==> src/supervisor_regs.vh <==
// constants for the watchdog and low-voltage hold supervisor
// assumes a single free-running reference clock and no software-visible registers
`ifndef SUPERVISOR_REGS_VH
`define SUPERVISOR_REGS_VH

// ----------------------------------------
// clock
// ----------------------------------------
`define CLK_HZ 25'h17d_7840
`define CLK_PERIOD_NS 6'h28

// ----------------------------------------
// instruction cycle
// ----------------------------------------
// 4000 ns at 40 ns a clock: 100 clocks, phases 0 to 99
`define INSTR_CYCLE_NS 12'hfa0
`define INSTR_PHASE_LAST 7'h63
`define PHASE_W 7
`define PHASE_ZERO 7'h00

// ----------------------------------------
// watchdog terminal count
// ----------------------------------------
// one second of clocks, sized so no width is dropped at the parameter
`define EXPIRY_TERM_MS 10'h3e8
`define EXPIRY_TERM_CYC 25'h17d_7840
`define EXPIRY_CNT_W 25
`define EXPIRY_CNT_ZERO 25'h000_0000
`define EXPIRY_CNT_ONE 25'h000_0001

// ----------------------------------------
// chip reset pulse
// ----------------------------------------
`define RST_PULSE_CYC 4'h8
`define RST_CNT_W 4
`define RST_CNT_ZERO 4'h0
`define RST_CNT_ONE 4'h1

`endif

==> src/watchdog_and_low_voltage_hold.v <==
// watchdog reset and low-voltage hold supervisor for a small controller core
// assumes all inputs synchronous to REF_CLK; the supply detector and core are outside
`timescale 1ns/10ps
`default_nettype none
`include "supervisor_regs.vh"

module watchdog_and_low_voltage_hold #(
  parameter [`EXPIRY_CNT_W-1:0] TERM_CYC = `EXPIRY_TERM_CYC
) (
  // clock and reset
  input wire REF_CLK,
  input wire RESETN,
  // controller core
  input wire TIMER_CLEAR,
  output wire CORE_RUN,
  output wire INSTR_BOUNDARY,
  // supply detector
  input wire LOW_VOLTAGE,
  // chip-level outputs
  output wire CHIP_RESET,
  output wire RING_OSC_RUN,
  output wire HOLD_ACTIVE,
  output wire HOLD_PENDING,
  output wire TIMER_RESET_SEEN
);

  // ----------------------------------------
  // hold states
  // ----------------------------------------
  localparam [1:0] ST_RUN = 2'b00;
  localparam [1:0] ST_DRAIN = 2'b01;
  localparam [1:0] ST_HOLD = 2'b10;

  localparam [`PHASE_W-1:0] PHASE_LAST = `INSTR_PHASE_LAST;

  reg [1:0] state_q;
  reg [1:0] state_d;
  reg [`PHASE_W-1:0] phase_q;
  reg [`PHASE_W-1:0] phase_d;
  reg core_run_q;
  reg boundary_q;
  reg pending_q;
  reg hold_q;
  reg osc_run_q;
  reg [`RST_CNT_W-1:0] rst_cnt_q;
  reg chip_reset_q;
  reg timer_seen_q;

  wire timer_expire;
  wire timer_clear;
  wire in_reset;
  wire at_boundary;
  wire frozen;
  wire hold_next;
  wire drain_next;
  wire core_run_d;

  assign in_reset = chip_reset_q;
  assign frozen = (state_q == ST_HOLD);
  assign at_boundary = !frozen && (phase_q == PHASE_LAST);
  assign timer_clear = TIMER_CLEAR || in_reset;
  assign hold_next = (state_d == ST_HOLD);
  assign drain_next = (state_d == ST_DRAIN);
  // expiry stops the core at once, on the same edge that raises the reset pulse
  assign core_run_d = !hold_next && !in_reset && !timer_expire;

  // ----------------------------------------
  // watchdog
  // ----------------------------------------
  // held cleared while the chip reset pulse is out, so it restarts at release
  expiry_reset_timer #(
    .TERM_CYC(TERM_CYC)
  ) u_timer (
    .clk(REF_CLK),
    .rst_n(RESETN),
    .clear(timer_clear),
    .freeze(frozen),
    .expire_q(timer_expire),
    .count()
  );

  // ----------------------------------------
  // chip reset pulse
  // ----------------------------------------
  always @(posedge REF_CLK or negedge RESETN)
  begin
    if (!RESETN)
    begin
      rst_cnt_q <= `RST_CNT_ZERO;
      chip_reset_q <= 1'b0;
      timer_seen_q <= 1'b0;
    end
    else if (timer_expire)
    begin
      rst_cnt_q <= `RST_PULSE_CYC - `RST_CNT_ONE;
      chip_reset_q <= 1'b1;
      timer_seen_q <= 1'b1;
    end
    else if (rst_cnt_q != `RST_CNT_ZERO)
    begin
      rst_cnt_q <= rst_cnt_q - `RST_CNT_ONE;
    end
    else
    begin
      chip_reset_q <= 1'b0;
    end
  end

  // ----------------------------------------
  // instruction phase and hold control
  // ----------------------------------------
  always @*
  begin
    state_d = state_q;
    phase_d = phase_q;
    if (in_reset)
    begin
      state_d = ST_RUN;
      phase_d = `PHASE_ZERO;
    end
    else
    begin
      // phase does not move in hold, so the core resumes at phase zero, the start of an instruction
      if (!frozen)
      begin
        if (phase_q == PHASE_LAST)
        begin
          phase_d = `PHASE_ZERO;
        end
        else
        begin
          phase_d = phase_q + 7'h01;
        end
      end
      case (state_q)
        ST_RUN:
        begin
          if (LOW_VOLTAGE && at_boundary)
          begin
            state_d = ST_HOLD;
          end
          else if (LOW_VOLTAGE)
          begin
            state_d = ST_DRAIN;
          end
        end
        ST_DRAIN:
        begin
          if (!LOW_VOLTAGE)
          begin
            state_d = ST_RUN;
          end
          else if (at_boundary)
          begin
            state_d = ST_HOLD;
          end
        end
        ST_HOLD:
        begin
          // release needs no boundary: the phase was parked at zero on entry
          if (!LOW_VOLTAGE)
          begin
            state_d = ST_RUN;
          end
        end
        default:
        begin
          state_d = ST_RUN;
        end
      endcase
    end
  end

  always @(posedge REF_CLK or negedge RESETN)
  begin
    if (!RESETN)
    begin
      state_q <= ST_RUN;
      phase_q <= `PHASE_ZERO;
      core_run_q <= 1'b0;
      boundary_q <= 1'b0;
      pending_q <= 1'b0;
      hold_q <= 1'b0;
      osc_run_q <= 1'b0;
    end
    else
    begin
      state_q <= state_d;
      phase_q <= phase_d;
      // core runs only outside hold and outside the reset pulse
      core_run_q <= core_run_d;
      boundary_q <= at_boundary && !in_reset;
      pending_q <= drain_next;
      hold_q <= hold_next;
      osc_run_q <= 1'b1;
    end
  end

  // ----------------------------------------
  // outputs
  // ----------------------------------------
  assign CORE_RUN = core_run_q;
  assign INSTR_BOUNDARY = boundary_q;
  assign CHIP_RESET = chip_reset_q;
  assign RING_OSC_RUN = osc_run_q;
  assign HOLD_ACTIVE = hold_q;
  assign HOLD_PENDING = pending_q;
  assign TIMER_RESET_SEEN = timer_seen_q;

endmodule // watchdog_and_low_voltage_hold

`default_nettype wire

==> src/expiry_reset_timer.v <==
// terminal-count timer behind the chip watchdog
// assumes clear may stay high for the whole chip reset pulse and freeze comes from the hold logic
`timescale 1ns/10ps
`default_nettype none
`include "supervisor_regs.vh"

module expiry_reset_timer #(
  parameter [`EXPIRY_CNT_W-1:0] TERM_CYC = `EXPIRY_TERM_CYC
) (
  // clock and reset
  input wire clk,
  input wire rst_n,
  // control
  input wire clear,
  input wire freeze,
  // status
  output reg expire_q,
  output wire [`EXPIRY_CNT_W-1:0] count
);

  reg [`EXPIRY_CNT_W-1:0] cnt_q;
  wire [`EXPIRY_CNT_W-1:0] term_last;

  assign term_last = TERM_CYC - `EXPIRY_CNT_ONE;
  assign count = cnt_q;

  // ----------------------------------------
  // counter
  // ----------------------------------------
  // no enable input: nothing outside clear or hold can stop it
  always @(posedge clk or negedge rst_n)
  begin
    if (!rst_n)
    begin
      cnt_q <= `EXPIRY_CNT_ZERO;
      expire_q <= 1'b0;
    end
    else if (clear)
    begin
      cnt_q <= `EXPIRY_CNT_ZERO;
      expire_q <= 1'b0;
    end
    else if (freeze)
    begin
      expire_q <= 1'b0;
    end
    else if (cnt_q == term_last)
    begin
      cnt_q <= `EXPIRY_CNT_ZERO;
      expire_q <= 1'b1;
    end
    else
    begin
      cnt_q <= cnt_q + `EXPIRY_CNT_ONE;
      expire_q <= 1'b0;
    end
  end

endmodule // expiry_reset_timer

`default_nettype wire

==> config.mk <==
export PLATFORM = sky130hd
export DESIGN_NAME = watchdog_and_low_voltage_hold
export DESIGN_NICKNAME = d
export VERILOG_FILES = /design/src/watchdog_and_low_voltage_hold.v /design/src/expiry_reset_timer.v
export VERILOG_INCLUDE_DIRS = /design/src /design/src/src
export SDC_FILE = /design/constraint.sdc
export NUM_CORES = 1
export LEC_CHECK = 0
export ABC_AREA = 1
export ABC_CLOCK_PERIOD_IN_PS = 2900
export BUFFER_PORTS_ARGS = -buffer_cell sky130_fd_sc_hd__buf_2
export CAP_MARGIN = 20
export CORE_MARGIN = 1.5
export CORE_UTILIZATION = 50
export DETAILED_ROUTE_END_ITERATION = 16
export PLACE_DENSITY = 0.78
export SLEW_MARGIN = 20
export SYNTH_ARGS = -nofsm -noshare
export SYNTH_HDL_FRONTEND = slang
export SYNTH_SLANG_ARGS = --single-unit
==> constraint.sdc <==
create_clock -name REF_CLK -period 2.9 [get_ports REF_CLK]
set_input_delay 0 -clock REF_CLK [delete_from_list [all_inputs] [get_ports REF_CLK]]
set_output_delay 0 -clock REF_CLK [all_outputs]
set_load 0.01 [all_outputs]
==> out/qor.yml <==
run_status:
  status: "finished, final reports clean"
yosys:
  yosysTopAreaCell: "dfrtp_1"
  synth_nets: 398
  yosys_warnings: 0
  synth_area_leaders: "dfrtp_1 42%, nand2_1 18%, nor2_1 7.9%"
  ys_ff_latch: 46
  syn_area_um2: 2720
  yosysSeqAreaShare_pct: 42.3
  synth_cell_types: 29
  postSynthCellCount: 391
  syn_avg_cell_area_um2: 6.97
  synth_top_area_share_pct: 42.3
run:
  maxCapViolations: 0
clocking:
  clock_latency_ns: 0.30
  clockBufferDepth: 2
  cts_tree: "built"
  numCtsBuffers: 5
  cts.clk_slew.worst_paths_ns: 0.09
  htreeDepth: 2
  post_cts_buffers: 0
  clockRootBuffer: "clkbuf_8"
  cts_resized: 0
  cts.sinks: 46
  ctsHoldBuffers: 2
setup_path:
  path_class: "register to register"
  path_buf_inv: 2
  arrival_ns: 2.19
  critPathMaxStageDelay_ns: 0.42
  crit_family: "simple AND/OR/NAND/NOR gates"
  crit_path_top_delay_cell: "dfrtp_1"
  cp.required_ns: 3.14
  crit_chain: "nor2_1 > buf_4 > nand2_1 > inv_2 > nor2_1 > nand2_1 > nand2_1 > nor2_1"
  cp_max_fo: 20
  crit_path_end_kind: "register"
  crit_path_start_kind: "register"
floorplanning:
  die_h_um: 76.8
  coreArea_um2: 5170
  rows: 26
  die-area_um2: 5900
  fp.dieW_um: 76.8
  ioPinCount: 11
  start_util_pct: 52.7
drt:
  drtAntennaViolNets: 0
  routed_wl_mm: 5.93
  detail_route.wl_per_cell_um: 12.5
  num_vias: 2476
  drt_iter0_drc: 169
  firstDrtPassIters: 5
  vias_per_cell: 5.20
  drc: 0
sta:
  fin_tns_setup_ns: 0
  fin_crit_sh_pct: 67.1
  maxSlewViolCount: 0
  hold_viol: 0
  fin_skew_ns: 0.00814
  fmax_ghz: 0.514
  setup_viol: 0
  rsz0062_at_grt: "no"
  hold_ws_ns: 0.166
  timing.final.crit_period_ns: 1.94
  tightest_slew_ns: 0.663
  relSlewSlack_pct: 55.7
global_routing:
  grt_pass1_vias: 2381
  grt_use_total_pct: 22.9
  grt_max_degree: 47
  overflow: 0
  antenna_found_initial: 0
  grt_pass1_wl_mm: 10.7
cells_and_area:
  synthToLayoutAreaGrowth_pct: 9.10
  drive_above_1_share_pct: 11.1
  fin_util_pct: 57.5
  diodes: 0
  num-fill-cells: 456
  layout.nets: 412
power:
  powerDensity_nw_per_um2: 396
  leakage_nw: 1.43
  power_mw: 1.18
  vdd_drop_max_mv: 0.343
placement:
  hpwl_mm: 4.32
  io_buffer_count: 10
  place.gp.congestion: 0.885
min_path:
  hold_path.class: "input port to register"
## synthesized netlist by cell type
cell type and number:
nand3_2 2, nand2_2 4, nor2_1 57, nor4_1 1, xor2_1 7, nand3b_1 1, buf_2 5, clkinv_1 1
inv_1 37, mux2i_1 1, nor2_2 12, nor2_4 2, nand2_1 128, nand4_1 13, o211ai_1 2, ha_1 3
nor3_1 6, conb_1 1, buf_4 1, o22ai_1 2, or2_2 1, a41oi_1 1, a21oi_1 8, inv_2 5
and2_1 1, nand3_1 31, o21ai_1 7, dfrtp_1 46, o21ai_0 5
## state kept, by name (all words and copies together) (netlist names)
signal,cells
RING_OSC_RUN,1
TIMER_RESET_SEEN,1
state_q,2
u_timer.count,25
u_timer.expire_q,1
INSTR_BOUNDARY,1
rst_cnt_q,4
CHIP_RESET,1
HOLD_PENDING,1
HOLD_ACTIVE,1
phase_q,7
CORE_RUN,1
## area by class of cell
class | count | area, um^2 | share of cell area, %
Multi-Input combinational cell | 296 | 1380 | 46.4
Sequential cell | 46 | 1150 | 38.7
Inverter | 43 | 161 | 5.43
Tap cell | 70 | 87.6 | 2.95
Timing Repair Buffer | 13 | 80.1 | 2.69
Clock buffer | 5 | 68.8 | 2.32
Clock inverter | 3 | 43.8 | 1.47
## placed cells by master (no fill, tap or decap), types with 8 or more instances in the layout
cell type and n:
inv_1 37, nand3_1 31, nor2_2 12, nor2_1 57
nand2_1 128, nand4_1 13, dfrtp_1 46, buf_2 9
a21oi_1 8
## worst paths after layout
kind	from	end	slack [ns]	cells past startpoint
min in group asynchronous	RESETN	rst_cnt_q[1]	0.23	2
setup reg to reg	CHIP_RESET	u_timer.count[12]	0.96	8
max in group asynchronous	RESETN	u_timer.count[22]	2.26	2
hold / removal	TIMER_CLEAR	u_timer.count[13]	0.17	5
setup / recovery	CHIP_RESET	u_timer.count[12]	0.96	8
hold reg to reg	TIMER_RESET_SEEN	TIMER_RESET_SEEN	0.47	1
## logic make-up after synthesis
family	synth area share [%]
flops	42.3
mux	0.367
simple gates	41.5
xor+xnor	2.25
fa+ha+maj	1.38
compound gates	5.01
other cells	0.138
buf+inv	7.12
## power breakdown
part	leakage [nW]	total [mW]	switching, mW	internal, mW
Clock	0.0585	0.481	0.223	0.258
Combinational	0.756	0.0428	0.0302	0.0126
Sequential	0.614	0.652	0.00543	0.646
## routing by layer
layer	part of all wire [%]	global-route usage [%]	vias up
met1	49	31.4	1132
met2	44	36.5	71
met3	5.7	5.36	5
met5	0	0	-
met4	0.78	5.56	0
li1	-	-	1268
## worst reg2reg max path: stages (launching register included)
cell and delay [ns]:
dfrtp_1 0.42, nor2_1 0.11, buf_4 0.20, nand2_1 0.42
inv_2 0.41, nor2_1 0.12, nand2_1 0.07, nand2_1 0.05
nor2_1 0.10
## through the flow
stage	instances	setup slack (ns)	area (um^2)
global route	476	0.693	2970
CTS	476	0.962	2970
floorplan	391	1.43	2720
global placement	466	1.03	2840
finish	476	0.955	2970
detailed placement	466	0.974	2840
(Power assumes the default switching activity.)
